`src/inc/cpregs_defines.svh`:
```
// Constants of the fault and maintenance register block.
// Assumes inclusion by bare name from the register block design file.
`ifndef CPREGS_DEFINES_SVH
`define CPREGS_DEFINES_SVH

// ==========================================================
// Primary register numbers
`define CRN_FAULT_STATUS   4'h5
`define CRN_FAULT_ADDRESS  4'h6
`define CRN_CACHE_CMD      4'h7
`define CRN_TLB_CMD        4'h8

// ==========================================================
// Secondary register field values
`define SEC_C0   4'h0
`define SEC_C5   4'h5
`define SEC_C6   4'h6
`define SEC_C7   4'h7
`define SEC_C10  4'hA
`define SEC_C13  4'hD
`define SEC_C14  4'hE

// ==========================================================
// Secondary opcode values
`define OP2_0  3'h0
`define OP2_1  3'h1
`define OP2_2  3'h2
`define OP2_4  3'h4

// ==========================================================
// Fault status layout and reset values
`define FST_DOMAIN_MSB  7
`define FST_DOMAIN_LSB  4
`define FST_TYPE_MSB    3
`define FST_TYPE_LSB    0
`define FST_WIDTH       8
`define FST_RESET       8'h00
`define FADDR_RESET     32'h0000_0000
`define RDATA_RESET     32'h0000_0000

// ==========================================================
// Index operand layout defaults
`define IDX_LSB_DEF  26
`define IDX_W_DEF    6
`define SEG_LSB_DEF  5
`define SEG_W_DEF    3

`endif

```
`src/inc/cpregs_pkg.sv`:
```
// Types shared by the register block and its stall sequencer.
// Assumes cpregs_defines.svh sits on the include path.
`default_nettype none

package cpregs_pkg;

  // ==========================================================
  // Decoded maintenance commands
  typedef enum logic [4:0] {
    CMD_NONE,
    CMD_INV_BOTH_CACHE,
    CMD_INV_ICACHE,
    CMD_INV_DCACHE,
    CMD_INV_ILINE,
    CMD_INV_DLINE,
    CMD_CLEAN_ADDR,
    CMD_CLEAN_IDX,
    CMD_CLEANINV_ADDR,
    CMD_CLEANINV_IDX,
    CMD_PREFETCH,
    CMD_DRAIN,
    CMD_WAIT_IRQ,
    CMD_INV_BOTH_TLB,
    CMD_INV_ITLB,
    CMD_INV_DTLB,
    CMD_INV_ITLB_ADDR,
    CMD_INV_DTLB_ADDR
  } cmd_t;

  // ==========================================================
  // Stall sequencer states
  typedef enum logic [1:0] {
    ST_RUN,
    ST_DRAIN,
    ST_SLEEP
  } stall_state_t;

endpackage

`default_nettype wire

```
`src/hw/cpregs.sv`:
```
// Fault status, fault address and maintenance command registers.
// Assumes a core issuing register transfers on MCLK; cache and TLB
// logic act on the one-cycle command pulses; a drain only stalls until WB_EMPTY.
`timescale 1ns/1ns
`default_nettype none
`include "cpregs_defines.svh"

module cpregs
  import cpregs_pkg::*;
#(
  parameter int IDX_LSB = `IDX_LSB_DEF,
  parameter int IDX_W   = `IDX_W_DEF,
  parameter int SEG_LSB = `SEG_LSB_DEF,
  parameter int SEG_W   = `SEG_W_DEF
) (
  // Clock, reset, enable
  input  wire logic              MCLK,
  input  wire logic              NRST,
  input  wire logic              CE,
  // Register transfer port
  input  wire logic              CP_WR,
  input  wire logic              CP_RD,
  input  wire logic [3:0]        CP_CRN,
  input  wire logic [3:0]        CP_SEC,
  input  wire logic [2:0]        CP_OP2,
  input  wire logic [31:0]       CP_WDATA,
  output logic      [31:0]       CP_RDATA,
  output logic                   CP_STALL,
  output logic                   LOW_POWER,
  // Abort reports
  input  wire logic              DABORT,
  input  wire logic [3:0]        DABORT_DOMAIN,
  input  wire logic [3:0]        DABORT_TYPE,
  input  wire logic [31:0]       DABORT_ADDR,
  input  wire logic              PABORT,
  input  wire logic [3:0]        PABORT_DOMAIN,
  input  wire logic [3:0]        PABORT_TYPE,
  // Wake and drain conditions
  input  wire logic              IRQ_PIN,
  input  wire logic              WB_EMPTY,
  // Cache commands
  output logic                   ICACHE_INV_ALL,
  output logic                   DCACHE_INV_ALL,
  output logic                   ICACHE_INV_LINE,
  output logic                   DCACHE_INV_LINE,
  output logic                   DCACHE_CLEAN,
  output logic                   DCACHE_CLEAN_INV,
  output logic                   ICACHE_PREFETCH,
  output logic                   LINE_BY_INDEX,
  output logic      [31:0]       LINE_ADDR,
  output logic      [IDX_W-1:0]  LINE_INDEX,
  output logic      [SEG_W-1:0]  LINE_SEGMENT,
  // TLB commands
  output logic                   ITLB_INV_UNPRESERVED,
  output logic                   DTLB_INV_UNPRESERVED,
  output logic                   ITLB_INV_ADDR,
  output logic                   DTLB_INV_ADDR,
  // TLB entry loading
  input  wire logic              ITLB_FILL,
  input  wire logic              DTLB_FILL,
  input  wire logic              ITLB_PRESERVE_BIT,
  input  wire logic              DTLB_PRESERVE_BIT,
  output logic                   ITLB_FILL_PRESERVED,
  output logic                   DTLB_FILL_PRESERVED
);

  // ==========================================================
  // Command decode
  function automatic cmd_t decode(input logic [3:0] crn,
                                  input logic [3:0] sec,
                                  input logic [2:0] op2);
    cmd_t c;
    c = CMD_NONE;
    if (crn == `CRN_CACHE_CMD) begin
      case ({sec, op2})
        {`SEC_C7,  `OP2_0}: c = CMD_INV_BOTH_CACHE;
        {`SEC_C5,  `OP2_0}: c = CMD_INV_ICACHE;
        {`SEC_C6,  `OP2_0}: c = CMD_INV_DCACHE;
        {`SEC_C5,  `OP2_1}: c = CMD_INV_ILINE;
        {`SEC_C6,  `OP2_1}: c = CMD_INV_DLINE;
        {`SEC_C10, `OP2_1}: c = CMD_CLEAN_ADDR;
        {`SEC_C10, `OP2_2}: c = CMD_CLEAN_IDX;
        {`SEC_C14, `OP2_1}: c = CMD_CLEANINV_ADDR;
        {`SEC_C14, `OP2_2}: c = CMD_CLEANINV_IDX;
        {`SEC_C13, `OP2_1}: c = CMD_PREFETCH;
        {`SEC_C10, `OP2_4}: c = CMD_DRAIN;
        {`SEC_C0,  `OP2_4}: c = CMD_WAIT_IRQ;
        default:            c = CMD_NONE;
      endcase
    end else if (crn == `CRN_TLB_CMD) begin
      // Undefined encodings fall through as no operation
      case ({sec, op2})
        {`SEC_C7, `OP2_0}: c = CMD_INV_BOTH_TLB;
        {`SEC_C5, `OP2_0}: c = CMD_INV_ITLB;
        {`SEC_C6, `OP2_0}: c = CMD_INV_DTLB;
        {`SEC_C5, `OP2_1}: c = CMD_INV_ITLB_ADDR;
        {`SEC_C6, `OP2_1}: c = CMD_INV_DTLB_ADDR;
        default:           c = CMD_NONE;
      endcase
    end
    return c;
  endfunction

  function automatic logic is_index(input cmd_t c);
    return (c == CMD_CLEAN_IDX) || (c == CMD_CLEANINV_IDX);
  endfunction

  // ==========================================================
  // Interrupt synchroniser
  logic irq_meta_r;
  logic irq_sync_r;

  always_ff @(posedge MCLK or negedge NRST) begin
    if (!NRST) begin
      irq_meta_r <= 1'b0;
      irq_sync_r <= 1'b0;
    end else if (CE) begin
      irq_meta_r <= IRQ_PIN;
      irq_sync_r <= irq_meta_r;
    end
  end

  // ==========================================================
  // Register state
  logic [`FST_WIDTH-1:0] dfsr_r;
  logic [`FST_WIDTH-1:0] dfsr_nxt;
  logic [`FST_WIDTH-1:0] pfsr_r;
  logic [`FST_WIDTH-1:0] pfsr_nxt;
  logic [31:0]           far_r;
  logic [31:0]           far_nxt;
  logic [31:0]           rdata_r;
  logic [31:0]           rdata_nxt;
  cmd_t                  cmd_r;
  cmd_t                  cmd_nxt;
  logic [31:0]           opnd_r;
  logic [31:0]           opnd_nxt;
  logic                  ipres_r;
  logic                  ipres_nxt;
  logic                  dpres_r;
  logic                  dpres_nxt;
  logic                  wr_ok;
  cmd_t                  wr_cmd;

  // Transfers are ignored while the core is held
  assign wr_ok  = CP_WR && !CP_STALL;
  assign wr_cmd = wr_ok ? decode(CP_CRN, CP_SEC, CP_OP2) : CMD_NONE;

  always_comb begin
    dfsr_nxt  = dfsr_r;
    pfsr_nxt  = pfsr_r;
    far_nxt   = far_r;
    rdata_nxt = rdata_r;
    // Upper written bits are dropped; only bits 7:0 are stored
    if (wr_ok && CP_CRN == `CRN_FAULT_STATUS) begin
      if (CP_OP2 == `OP2_0) begin
        dfsr_nxt = CP_WDATA[`FST_WIDTH-1:0];
      end else if (CP_OP2 == `OP2_1) begin
        pfsr_nxt = CP_WDATA[`FST_WIDTH-1:0];
      end
    end
    if (wr_ok && CP_CRN == `CRN_FAULT_ADDRESS) begin
      far_nxt = CP_WDATA;
    end
    // A fault in the same cycle as a write wins over the write
    if (DABORT) begin
      dfsr_nxt = {DABORT_DOMAIN, DABORT_TYPE};
      far_nxt  = DABORT_ADDR;
    end
    if (PABORT) begin
      pfsr_nxt = {PABORT_DOMAIN, PABORT_TYPE};
    end
    if (CP_RD && !CP_STALL) begin
      case (CP_CRN)
        `CRN_FAULT_STATUS: begin
          if (CP_OP2 == `OP2_1) begin
            rdata_nxt = {24'h000000, pfsr_r};
          end else begin
            rdata_nxt = {24'h000000, dfsr_r};
          end
        end
        `CRN_FAULT_ADDRESS: rdata_nxt = far_r;
        // Command registers read as zero
        default:            rdata_nxt = `RDATA_RESET;
      endcase
    end
  end

  // ==========================================================
  // Command pulses and operand
  always_comb begin
    cmd_nxt   = wr_cmd;
    opnd_nxt  = opnd_r;
    ipres_nxt = ITLB_FILL && ITLB_PRESERVE_BIT;
    dpres_nxt = DTLB_FILL && DTLB_PRESERVE_BIT;
    if (wr_cmd != CMD_NONE) begin
      // Whole-unit commands expect a zero operand; it is unused
      opnd_nxt = CP_WDATA;
    end
  end

  always_ff @(posedge MCLK or negedge NRST) begin
    if (!NRST) begin
      dfsr_r  <= `FST_RESET;
      pfsr_r  <= `FST_RESET;
      far_r   <= `FADDR_RESET;
      rdata_r <= `RDATA_RESET;
      cmd_r   <= CMD_NONE;
      opnd_r  <= `RDATA_RESET;
      ipres_r <= 1'b0;
      dpres_r <= 1'b0;
    end else if (CE) begin
      dfsr_r  <= dfsr_nxt;
      pfsr_r  <= pfsr_nxt;
      far_r   <= far_nxt;
      rdata_r <= rdata_nxt;
      cmd_r   <= cmd_nxt;
      opnd_r  <= opnd_nxt;
      ipres_r <= ipres_nxt;
      dpres_r <= dpres_nxt;
    end
  end

  // ==========================================================
  // Output decode from the command, operand, read data and preserve registers
  assign CP_RDATA = rdata_r;

  assign ICACHE_INV_ALL   = (cmd_r == CMD_INV_BOTH_CACHE) ||
                            (cmd_r == CMD_INV_ICACHE);
  assign DCACHE_INV_ALL   = (cmd_r == CMD_INV_BOTH_CACHE) ||
                            (cmd_r == CMD_INV_DCACHE);
  assign ICACHE_INV_LINE  = (cmd_r == CMD_INV_ILINE);
  assign DCACHE_INV_LINE  = (cmd_r == CMD_INV_DLINE);
  assign DCACHE_CLEAN     = (cmd_r == CMD_CLEAN_ADDR) ||
                            (cmd_r == CMD_CLEAN_IDX);
  assign DCACHE_CLEAN_INV = (cmd_r == CMD_CLEANINV_ADDR) ||
                            (cmd_r == CMD_CLEANINV_IDX);
  assign ICACHE_PREFETCH  = (cmd_r == CMD_PREFETCH);
  assign LINE_BY_INDEX    = is_index(cmd_r);
  assign LINE_ADDR        = opnd_r;
  assign LINE_INDEX       = opnd_r[IDX_LSB +: IDX_W];
  assign LINE_SEGMENT     = opnd_r[SEG_LSB +: SEG_W];

  assign ITLB_INV_UNPRESERVED = (cmd_r == CMD_INV_BOTH_TLB) ||
                                (cmd_r == CMD_INV_ITLB);
  assign DTLB_INV_UNPRESERVED = (cmd_r == CMD_INV_BOTH_TLB) ||
                                (cmd_r == CMD_INV_DTLB);
  assign ITLB_INV_ADDR = (cmd_r == CMD_INV_ITLB_ADDR);
  assign DTLB_INV_ADDR = (cmd_r == CMD_INV_DTLB_ADDR);

  assign ITLB_FILL_PRESERVED = ipres_r;
  assign DTLB_FILL_PRESERVED = dpres_r;

  // ==========================================================
  // Drain and sleep
  stall_seq u_stall (
    .clk         (MCLK),
    .rst_n       (NRST),
    .ce          (CE),
    .start_drain (cmd_nxt == CMD_DRAIN),
    .start_wait  (cmd_nxt == CMD_WAIT_IRQ),
    .wb_empty    (WB_EMPTY),
    .irq         (irq_sync_r),
    .stall       (CP_STALL),
    .low_power   (LOW_POWER)
  );
endmodule

`default_nettype wire

```
`src/hw/stall_seq.sv`:
```
// Stall sequencer for drain-write-buffer and wait-for-interrupt.
// Assumes irq is already synchronised to clk and wb_empty is same-clock.
`timescale 1ns/1ns
`default_nettype none

module stall_seq
  import cpregs_pkg::*;
(
  // Clock and reset
  input  wire logic clk,
  input  wire logic rst_n,
  input  wire logic ce,
  // Requests
  input  wire logic start_drain,
  input  wire logic start_wait,
  // Conditions
  input  wire logic wb_empty,
  input  wire logic irq,
  // Status
  output logic      stall,
  output logic      low_power
);

  stall_state_t state_r;
  stall_state_t state_nxt;

  // ==========================================================
  // Next state
  always_comb begin
    state_nxt = state_r;
    case (state_r)
      ST_RUN: begin
        if (start_drain) begin
          state_nxt = ST_DRAIN;
        end else if (start_wait) begin
          state_nxt = ST_SLEEP;
        end
      end
      ST_DRAIN: begin
        if (wb_empty) begin
          state_nxt = ST_RUN;
        end
      end
      ST_SLEEP: begin
        if (irq) begin
          state_nxt = ST_RUN;
        end
      end
      default: state_nxt = ST_RUN;
    endcase
  end

  always_ff @(posedge clk or negedge rst_n) begin
    if (!rst_n) begin
      state_r <= ST_RUN;
    end else if (ce) begin
      state_r <= state_nxt;
    end
  end

  assign stall     = (state_r != ST_RUN);
  assign low_power = (state_r == ST_SLEEP);
endmodule

`default_nettype wire

```
`config.mk`:
```
export PLATFORM = sky130hd
export DESIGN_NAME = cpregs
export DESIGN_NICKNAME = d
export VERILOG_FILES = /design/src/inc/cpregs_pkg.sv /design/src/hw/cpregs.sv /design/src/hw/stall_seq.sv
export VERILOG_INCLUDE_DIRS = /design/src /design/src/inc
export SDC_FILE = /design/constraint.sdc
export NUM_CORES = 1
export LEC_CHECK = 0
export CAP_MARGIN = 30
export CELL_PAD_IN_SITES_DETAIL_PLACEMENT = 1
export CELL_PAD_IN_SITES_GLOBAL_PLACEMENT = 1
export CORE_AREA = 2 2 144 146
export CTS_CLUSTER_DIAMETER = 30
export DETAILED_ROUTE_END_ITERATION = 16
export DIE_AREA = 0 0 146 148
export DONT_BUFFER_PORTS = 1
export GPL_ROUTABILITY_DRIVEN = 0
export HOLD_SLACK_MARGIN = 0.12
export PLACE_DENSITY = 0.64
export REMOVE_ABC_BUFFERS = 1
export SLEW_MARGIN = 20
export SYNTH_ARGS = -nofsm -noshare
export SYNTH_HDL_FRONTEND = slang
export SYNTH_SLANG_ARGS = --single-unit
```
`constraint.sdc`:
```
create_clock -name MCLK -period 4.4 [get_ports MCLK]
set_input_delay 0.66 -clock MCLK [delete_from_list [all_inputs] [get_ports MCLK]]
set_output_delay 0.66 -clock MCLK [all_outputs]
set_load 0.01 [all_outputs]
```
==> results of run 1 <==
[final cells by class]
cell class              count  area [um^2]
fillers                  2286        13400
multi-input cells         406         2560
inverters                   8         30.0
well taps                 270          338
clock inverters            14          146
clock buffers              17          425
flip-flops and latches    123         3080
repair buffers              7         82.6
[worst max-delay path by stage]
stage          cells past startpoint             to
2_1_floorplan                      5       far_r[0]
3_3_place_gp                       7  LINE_ADDR[31]
3_5_place_dp                       7  LINE_ADDR[31]
4_1_cts                            7  LINE_ADDR[31]
5_1_grt                            7  LINE_ADDR[31]
6_report                           7  LINE_ADDR[31]
[power groups by stage]
stage	sequential, W	clock [W]	combinational, W
4_1_cts	0.00149	0.00141	0.000343
3_3_place_gp	0.00150	0	0.000296
6_report	0.00148	0.00138	0.000336
2_1_floorplan	0.00146	0	0.000261
3_5_place_dp	0.00150	0	0.000317
5_1_grt	0.00151	0.00147	0.000376
[cells by family after synthesis]
family | count (synthesis) | share of synthesized area (%)
AND/OR/NAND/NOR | 198 | 15.6
AO/OA/AOI/OAI | 135 | 12.5
flip-flops | 123 | 52.2
multiplexers | 70 | 14.6
buffers and inverters | 55 | 4.73
XOR/XNOR | 3 | 0.445
[sequential cells by signal (all words and copies together), names as in the netlist, 2 cells and up]
register         count
far_r               32
pfsr_r               8
LINE_ADDR           32
u_stall.state_r      2
CP_RDATA            32
cmd_r                5
dfsr_r               8
[metal layers]
| layer | GRT usage, % | vias up | share of wire, % |
|---|---|---|---|
| li1 | - | 1957 | - |
| met1 | 18.4 | 2165 | 42 |
| met2 | 26.1 | 139 | 49 |
| met3 | 5.43 | 17 | 7.2 |
| met4 | 4.13 | 0 | 1.3 |
| met5 | 0 | - | 0 |
[stage by stage]
stage	hold WS, ns	total power [W]	worst slack, ns	area (um^2)
6_report	0.196	0.00319	1.80	6660
5_1_grt	0.260	0.00336	1.70	6660
4_1_cts	0.244	0.00324	1.79	6660
3_5_place_dp	0.367	0.00182	1.35	6060
3_3_place_gp	0.367	0.00179	1.51	6050
2_1_floorplan	0.364	0.00172	0.412	5650
[cells in the final DEF (no fill, tap or decap), types with 6 or more instances in the layout]
cell type  count
mux2_4        30
nor3_1         9
nor2_1        62
nor2b_1       10
nor4_1         6
a21oi_1       82
mux2i_1       33
nand2_1       78
o21ai_0       40
dfrtp_1      123
clkbuf_16     17
inv_1          8
mux2_2         7
[critical path, delay by kind of cell]
kind	cells	cell delay, ns
simple gates	4	1.02
mux	1	0.38
buf+inv	1	0.41
compound gates	1	0.40
==> results.py, run 1 <==
metrics = {
    "timing": {
        "post_route_setup_tns_ns": 0,
        "setup_viol_count_final": 0,
        "skew_ns": 0.00634,
        "slew_violations": 0,
        "timing_worst_slew_pin_value_ns": 0.716,
        "fmax_mhz": 385,
        "hold_viol_final": 0,
        "finalCritPeriodShare_pct": 59.1,
        "relSlewSlack_pct": 52.2,
        "period_minus_slack_ns": 2.60,
        "grt_setup_unrepaired": "no",
    },
    "routing": {
        "dr_drc_count": 0,
        "vias_per_std_cell": 5.06,
        "drt-initial-drc-count": 158,
        "wirelength_um": 16100,
        "drt-wirelength-per-cell_um": 19.1,
        "antenna_violating_nets_post_route": 0,
        "num_vias": 4278,
        "firstDrtPassIters": 4,
    },
    "yosys": {
        "synth_area_leaders": "dfrtp_1, mux2_4, a21oi_1",
        "synthMostInstantiatedCell": "dfrtp_1",
        "number_of_library_cell_types_mapped_by_synthesis": 46,
        "synth-main-ff-cell": "dfrtp_1",
        "netlist.area_leader.share_pct": 52.2,
        "synth.avg_cell_area_um2": 10.1,
        "synth.yosys.warnings": 0,
        "synth_area_leader_cell": "dfrtp_1",
        "synth_common_cells": "dfrtp_1, a21oi_1, nand2_1",
        "cell_area_after_synthesis_um2": 5900,
        "number_of_flops_mapped_to_enable_cells_by_yosys": 0,
        "synth.yosys.seq_area_share_pct": 52.2,
        "ys_seq_elements": 123,
        "syn_inst": 584,
        "postSynth.asyncResetShare_pct": 100,
    },
    "clocking": {
        "total_of_cells_resized_after_clock_tree_synthesis": 0,
        "clk_latency_ns": 0.41,
        "htree_num_levels": 4,
        "root_buffer": "clkbuf_16",
        "cts-hold-fix-buffers": 1,
        "cts_made_buffers": 17,
        "clkSinkCount": 123,
        "max-clock-path-buffers": 2,
        "cts.reportedPaths.clkPinSlew_ns": 0.06,
        "tritoncts": "done",
        "cts_setup_buffers": 0,
    },
    "setup_path": {
        "sort_of_element_at_the_start_of_the_critical_path": "primary input",
        "crit_path_max_incr_delay_ns": 0.41,
        "crit_path_arrival_time_ns": 2.89,
        "setup.reg_to_reg.worst_slack_ns": 2.03,
        "r2r-end": "LINE_ADDR[16]",
        "crit_path_max_fanout": 19,
        "type_of_the_setup_path_with_the_least_slack": "primary input to flop",
        "worst_setup_path_startpoint": "CP_OP2[0]",
        "rr_worst_depth": 7,
        "cp-end-kind": "flop",
        "timing.critical_path.mode_cell": "nor2_1",
        "rr_startpoint": "u_stall.state_r[1]",
        "critical_path_required_ns": 4.70,
        "crit_path_cell_trace": "or3b_1 -> nor2_1 -> nor4_1 -> nor2_1 -> o41ai_4 -> buf_4 -> mux2_2",
        "cpMaxStageDelayCell": "buf_4",
    },
    "power_and_ir_drop": {
        "max-vdd-ir-drop_uv": 238,
        "power.internal_w": 0.00232,
        "cellLeakagePower_nw": 2.89,
        "comb_power_share_pct": 10.5,
        "clkPwrFrac_pct": 43.1,
        "power.switching_fraction_pct": 27.4,
        "power-per-cell-area_nw_per_um2": 480,
        "pwr-share-seq_pct": 46.4,
        "net-switching-power_w": 0.000876,
    },
    "finish": {
        "final_net_count": 667,
        "final_layout_size_suffix_gt1_share_pct": 14.6,
        "final-instance-count-excl-fill": 845,
        "antenna_cells": 0,
        "area_delta_synth_final_pct": 12.8,
        "final_core_utilization_pct": 33.2,
    },
    "hold_path": {
        "min-delay-path-class": "primary input to asynchronous set/reset pin",
    },
    "die": {
        "boundaryPins": 193,
        "chipHeight_um": 148,
        "fp.coreArea_um2": 20000,
        "die_area_um2": 21600,
        "chipWidth_um": 146,
        "initial_utilization_pct": 29.4,
        "site_row_count": 52,
    },
    "global_routing": {
        "grt_pass1_vias": 4728,
        "global_route.usage.total_pct": 15.3,
        "grt_antenna_before_repair": 0,
        "maximum_number_of_pins_on_one_net_before_global_route_repair": 124,
        "overflow": 0,
        "grt_pass1_wl_um": 26100,
    },
    "place": {
        "portBuffers": 0,
        "detailed_place_hpwl_um": 11100,
        "placed_cells": 813,
    },
    "flow_run": {
        "drv_cap": 0,
    },
    "status": {
        "status": "complete, no violations",
    },
}
Power figures use the tool's default switching activity.
==> run 2, diff against run 1 <==
==> constraint.sdc (replaced) <==
create_clock -name MCLK -period 2.6 [get_ports MCLK]
set_input_delay 0.39 -clock MCLK [delete_from_list [all_inputs] [get_ports MCLK]]
set_output_delay 0.39 -clock MCLK [all_outputs]
set_load 0.01 [all_outputs]
==> run 2 against run 1 <==
  * The flow now finishes with violations (hold timing)
  * Utilization grew 2.0 points
  * Cell count rose by 4.4%
  * Via count is 2.9% higher
  * First-iteration DRC count shrank 30%
  * Routed wire length up 1.6%
  * Critical path type is now flop to flop
  * Critical endpoint unchanged
==> results.py, run 2 (synthesized netlist as in run 1, its figures left out) <==
metrics = {
    "status": {
        "status": "finished, violations left",
        "violations_in_the_final_reports": "hold timing",
    },
    "timing": {
        "timing_worst_slew_pin_value_ns": 0.627,
        "post_route_setup_tns_ns": 0,
        "skew_ns": 0.00884,
        "fmax_mhz": 453,
        "finalCritPeriodShare_pct": 84.9,
        "slew_violations": 0,
        "period_minus_slack_ns": 2.21,
        "worst_hold_slack_ns": -0.326,
        "hold_viol_final": 123,
        "grt_setup_unrepaired": "no",
        "setup_viol_count_final": 0,
        "relSlewSlack_pct": 58.2,
    },
    "global_routing": {
        "global_route.usage.total_pct": 15.7,
        "maximum_number_of_pins_on_one_net_before_global_route_repair": 124,
        "grt_pass1_vias": 4877,
        "grt_antenna_before_repair": 0,
        "grt_pass1_wl_um": 26600,
        "overflow": 0,
    },
    "setup_path": {
        "cp-end-kind": "flop",
        "crit_path_arrival_time_ns": 2.51,
        "critical_path_required_ns": 2.90,
        "crit_path_max_fanout": 19,
        "type_of_the_setup_path_with_the_least_slack": "flop to flop",
        "sort_of_element_at_the_start_of_the_critical_path": "flop",
    },
    "finish": {
        "final_layout_size_suffix_gt1_share_pct": 13.6,
        "area_delta_synth_final_pct": 19.8,
        "multiInputGateArea_um2": 2560,
        "layout.cells.most_common": "dfrtp_1",
        "final-instance-count-excl-fill": 882,
        "antenna_cells": 0,
        "ff_latch_area_um2": 3080,
        "final_net_count": 706,
        "fillers": 2271,
        "final_core_utilization_pct": 35.3,
        "layout_common_cells": "dfrtp_1, a21oi_1, nand2_1, nor2_1, o21ai_0",
    },
    "power_and_ir_drop": {
        "power.switching_fraction_pct": 25.1,
        "totalPowerFinal_w": 0.00550,
        "clkPwrFrac_pct": 43.9,
        "power.internal_w": 0.00411,
        "net-switching-power_w": 0.00138,
        "power-per-cell-area_nw_per_um2": 778,
        "pwr-share-seq_pct": 45.7,
        "max-vdd-ir-drop_uv": 401,
        "cellLeakagePower_nw": 3.07,
        "comb_power_share_pct": 10.4,
    },
    "die": {
        "boundaryPins": 193,
        "chipWidth_um": 146,
        "fp.coreArea_um2": 20000,
        "site_row_count": 52,
        "initial_utilization_pct": 29.4,
        "chipHeight_um": 148,
        "die_area_um2": 21600,
    },
    "routing": {
        "num_vias": 4400,
        "wirelength_um": 16400,
        "drt-wirelength-per-cell_um": 18.6,
        "drt-initial-drc-count": 111,
        "antenna_violating_nets_post_route": 0,
        "dr_drc_count": 0,
        "firstDrtPassIters": 4,
        "vias_per_std_cell": 4.99,
    },
    "clocking": {
        "total_of_cells_resized_after_clock_tree_synthesis": 0,
        "cts.reportedPaths.clkPinSlew_ns": 0.06,
        "cts-hold-fix-buffers": 36,
        "max-clock-path-buffers": 2,
        "clk_latency_ns": 0.42,
        "clkSinkCount": 123,
        "cts_setup_buffers": 0,
        "tritoncts": "done",
        "htree_num_levels": 4,
        "root_buffer": "clkbuf_16",
        "cts_made_buffers": 17,
    },
    "place": {
        "placed_cells": 817,
        "portBuffers": 0,
        "detailed_place_hpwl_um": 10800,
    },
    "flow_run": {
        "drv_cap": 0,
    },
    "hold_path": {
        "min-delay-path-class": "primary input to asynchronous set/reset pin",
    },
}
==> run 2: cell count changes in the layout (fill, tap and decap cells not counted), moves of 3 or more <==
cell,previous run,this run
buf_4,4,7
dlygate4sd3_1,0,36
inv_6,3,0
clkbuf_8,0,3
==> run 2: power by group through the flow <==
| stage | clock network, W | logic [W] | registers (W) |
|---|---|---|---|
| after floorplan | 0 | 0.000441 | 0.00247 |
| after global placement | 0 | 0.000503 | 0.00253 |
| after detailed placement | 0 | 0.000532 | 0.00254 |
| after CTS | 0.00249 | 0.000580 | 0.00252 |
| after global routing | 0.00257 | 0.000638 | 0.00255 |
| final | 0.00241 | 0.000573 | 0.00251 |
==> run 2: worst paths after layout <==
kind / startpoint / end / slack, ns / depth (start not counted)
setup / recovery: u_stall.state_r[1] / LINE_ADDR[31] / 0.39 / 7
hold / removal: NRST / LINE_ADDR[4] / -0.33 / 0
setup reg to reg: u_stall.state_r[1] / LINE_ADDR[31] / 0.39 / 7
hold reg to reg: irq_meta_r / irq_meta_r / 0.51 / 1
max in group asynchronous: NRST / dfsr_r[6] / 2.72 / 0
min in group MCLK: ITLB_PRESERVE_BIT / ITLB_FILL_PRESERVED / 0.16 / 2
==> run 2: layout make-up <==
class,count,share of cell area [%]
timing repair buffer,46,6.69
clock inverter,7,1.65
multi-input combinational,406,36.2
inverter,8,0.425
clock buffer,22,6.71
sequential,123,43.6
tap,270,4.78
==> run 2: stage by stage <==
stage          worst slack [ns]  instance area [um^2]
3_5_place_dp            -0.0276                  6110
3_3_place_gp              0.111                  6110
6_report                  0.392                  7070
4_1_cts                   0.364                  7070
5_1_grt                   0.225                  7070
2_1_floorplan             -1.12                  5650
==> run 2: worst max-delay path, stage by stage, from the launching register on <==
cell     delay [ns]
dfrtp_1        0.40
nor2_1         0.09
and2_1         0.20
o21ai_0        0.09
nor2_1         0.11
o41ai_4        0.57
buf_12         0.27
mux2_2         0.35
==> run 2: per-layer routing <==
| layer | part of all wire (%) | wire length [um] | global-route usage, % | up-vias |
|---|---|---|---|---|
| met3 | 6.5 | 1060 | 5.28 | 20 |
| met1 | 42 | 6880 | 18.2 | 2199 |
| met4 | 1.9 | 310 | 5.73 | 0 |
| met5 | 0 | 0 | 0 | - |
| li1 | - | - | - | 2045 |
| met2 | 50 | 8120 | 27.0 | 136 |
==> run 3, diff against run 2 <==
==> constraint.sdc (replaced) <==
create_clock -name MCLK -period 2.23 [get_ports MCLK]
set_input_delay 0.3345 -clock MCLK [delete_from_list [all_inputs] [get_ports MCLK]]
set_output_delay 0.3345 -clock MCLK [all_outputs]
set_load 0.01 [all_outputs]
==> run 3 against run 2 <==
  * The run still ends with hold timing left
  * Final area grew 1.7%
  * Cell count grew 2.2%
  * Combinational power increased by 20%
  * Via count grew 0.66%
  * Critical path type is now primary input to flop
  * Largest power group unchanged
==> results.py, run 3 (synthesized netlist as in run 1, its figures left out) <==
metrics = {
    "finish": {
        "layout_common_cells": "dfrtp_1, a21oi_1, nand2_1, nor2_1, o21ai_0",
        "final_cell_area_um2": 7190,
        "antenna_cells": 0,
        "final_net_count": 725,
        "final_layout_size_suffix_gt1_share_pct": 16.0,
        "area_delta_synth_final_pct": 21.8,
        "layout.cells.most_common": "dfrtp_1",
        "fillers": 2282,
        "final-instance-count-excl-fill": 901,
    },
    "clocking": {
        "root_buffer": "clkbuf_16",
        "clkSinkCount": 123,
        "tritoncts": "done",
        "cts.reportedPaths.clkPinSlew_ns": 0.05,
        "max-clock-path-buffers": 2,
        "cts_made_buffers": 17,
        "htree_num_levels": 4,
        "clk_latency_ns": 0.41,
        "cts-hold-fix-buffers": 38,
    },
    "setup_path": {
        "r2r-end": "LINE_ADDR[31]",
        "rr_worst_depth": 8,
        "cp-endpoint": "LINE_ADDR[10]",
        "cp_num_buf_inv": 2,
        "setup.reg_to_reg.worst_slack_ns": 0.12,
        "type_of_the_setup_path_with_the_least_slack": "primary input to flop",
        "crit_path_max_incr_delay_ns": 0.52,
        "cp-end-kind": "flop",
        "sort_of_element_at_the_start_of_the_critical_path": "primary input",
        "crit_path_max_fanout": 19,
        "crit_path_cell_trace": "or4b_4 -> or4_1 -> nor3b_1 -> a21oi_2 -> o41ai_4 -> buf_4 -> buf_12 -> mux2_4",
        "critical_path_required_ns": 2.52,
        "cpMaxStageDelayCell": "or4b_4",
        "worst_path_dominant_cell_family": "simple AND/OR/NAND/NOR gates",
        "worst_setup_path_startpoint": "CP_OP2[0]",
        "worstSetupPathDepth": 8,
        "rr_startpoint": "u_stall.state_r[0]",
        "crit_path_arrival_time_ns": 2.47,
    },
    "timing": {
        "period_minus_slack_ns": 2.18,
        "setup_viol_count_final": 0,
        "finalCritPeriodShare_pct": 97.8,
        "grt_setup_unrepaired": "no",
        "hold_viol_final": 123,
        "timing_worst_slew_pin_value_ns": 0.569,
        "fmax_mhz": 458,
        "worst_hold_slack_ns": -0.380,
        "relSlewSlack_pct": 62.1,
        "skew_ns": 0.0108,
        "slew_violations": 0,
    },
    "global_routing": {
        "grt_pass1_wl_um": 26200,
        "grt_antenna_before_repair": 0,
        "global_route.usage.total_pct": 15.5,
        "grt_pass1_vias": 4946,
        "maximum_number_of_pins_on_one_net_before_global_route_repair": 124,
        "overflow": 0,
    },
    "die": {
        "boundaryPins": 193,
        "fp.coreArea_um2": 20000,
        "chipHeight_um": 148,
        "initial_utilization_pct": 29.4,
        "chipWidth_um": 146,
        "die_area_um2": 21600,
        "site_row_count": 52,
    },
    "routing": {
        "vias_per_std_cell": 4.92,
        "wirelength_um": 16600,
        "antenna_violating_nets_post_route": 0,
        "drt-initial-drc-count": 114,
        "dr_drc_count": 0,
        "drt-wirelength-per-cell_um": 18.4,
        "firstDrtPassIters": 4,
        "num_vias": 4429,
    },
    "place": {
        "placed_cells": 831,
        "placed_cell_area_um2": 6220,
        "portBuffers": 0,
        "detailed_place_hpwl_um": 11300,
    },
    "power_and_ir_drop": {
        "max-vdd-ir-drop_uv": 496,
        "cellLeakagePower_nw": 3.15,
        "power-per-cell-area_nw_per_um2": 874,
    },
    "flow_run": {
        "drv_cap": 0,
    },
    "status": {
        "violations_in_the_final_reports": "hold timing",
        "status": "finished, violations left",
    },
    "hold_path": {
        "min-delay-path-class": "primary input to asynchronous set/reset pin",
    },
}
[run 3: cell count changes in the layout (fill, tap and decap cells not counted), sizes merged]
cell,change
buf,+17
bufinv,-1
clkbuf,-1
clkinv,+1
clkinvlp,+1
dlygate4sd3,+2
[run 3: how the worst min path moves through the flow]
stage,endpoint,startpoint
4_1_cts,cmd_r[1],NRST
6_report,CP_RDATA[29],NRST
5_1_grt,far_r[18],NRST
3_3_place_gp,CP_RDATA[24],NRST
3_5_place_dp,CP_RDATA[24],NRST
2_1_floorplan,CP_RDATA[0],NRST
[run 3: what timing repair did]
| action | 4_1_cts | 5_1_grt |
|---|---|---|
| endpoints found under the setup margin | 0 | 20 |
| buffers inserted | 0 | 3 |
| endpoints found under the hold margin | 165 | 123 |
| resized for setup | 0 | 0 |
[run 3: layer usage]
metal	share of wire, %	wire, um	track usage, %
met2	50	8330	27.1
met3	7.4	1230	5.68
met4	1.7	281	5.10
met1	41	6710	17.5
met5	0	0	0
[run 3: area by class of cell]
type                       count  area, um^2  share of cell area (%)
clock buffer                  21         470                    6.54
clock inverter                 8        95.1                    1.32
inverter                       8        30.0                   0.418
multi-input combinational    406        2560                    35.6
sequential                   123        3080                    42.8
tap                          270         338                    4.70
timing repair buffer          65         621                    8.63
[run 3: stage by stage]
step	setup slack (ns)	hold slack, ns	util, %	total power, W	setup TNS [ns]
final	0.0487	-0.380	35.9	0.00629	0
after floorplan	-1.43	0.0389	-	0.00340	-81.83
after CTS	0.0415	-0.404	35.8	0.00638	0
after global placement	-0.193	0.0418	31.0	0.00355	-6.11
after detailed placement	-0.243	0.0419	31.0	0.00361	-7.45
after global routing	0.0246	-0.408	35.9	0.00658	0
[run 3: where the power goes]
group / internal (W) / switching [W] / total, W
Clock: 0.00171 / 0.000961 / 0.00267
Sequential: 0.00256 / 0.000368 / 0.00293
Combinational: 0.000420 / 0.000267 / 0.000687
Total: 0.00469 / 0.00160 / 0.00629
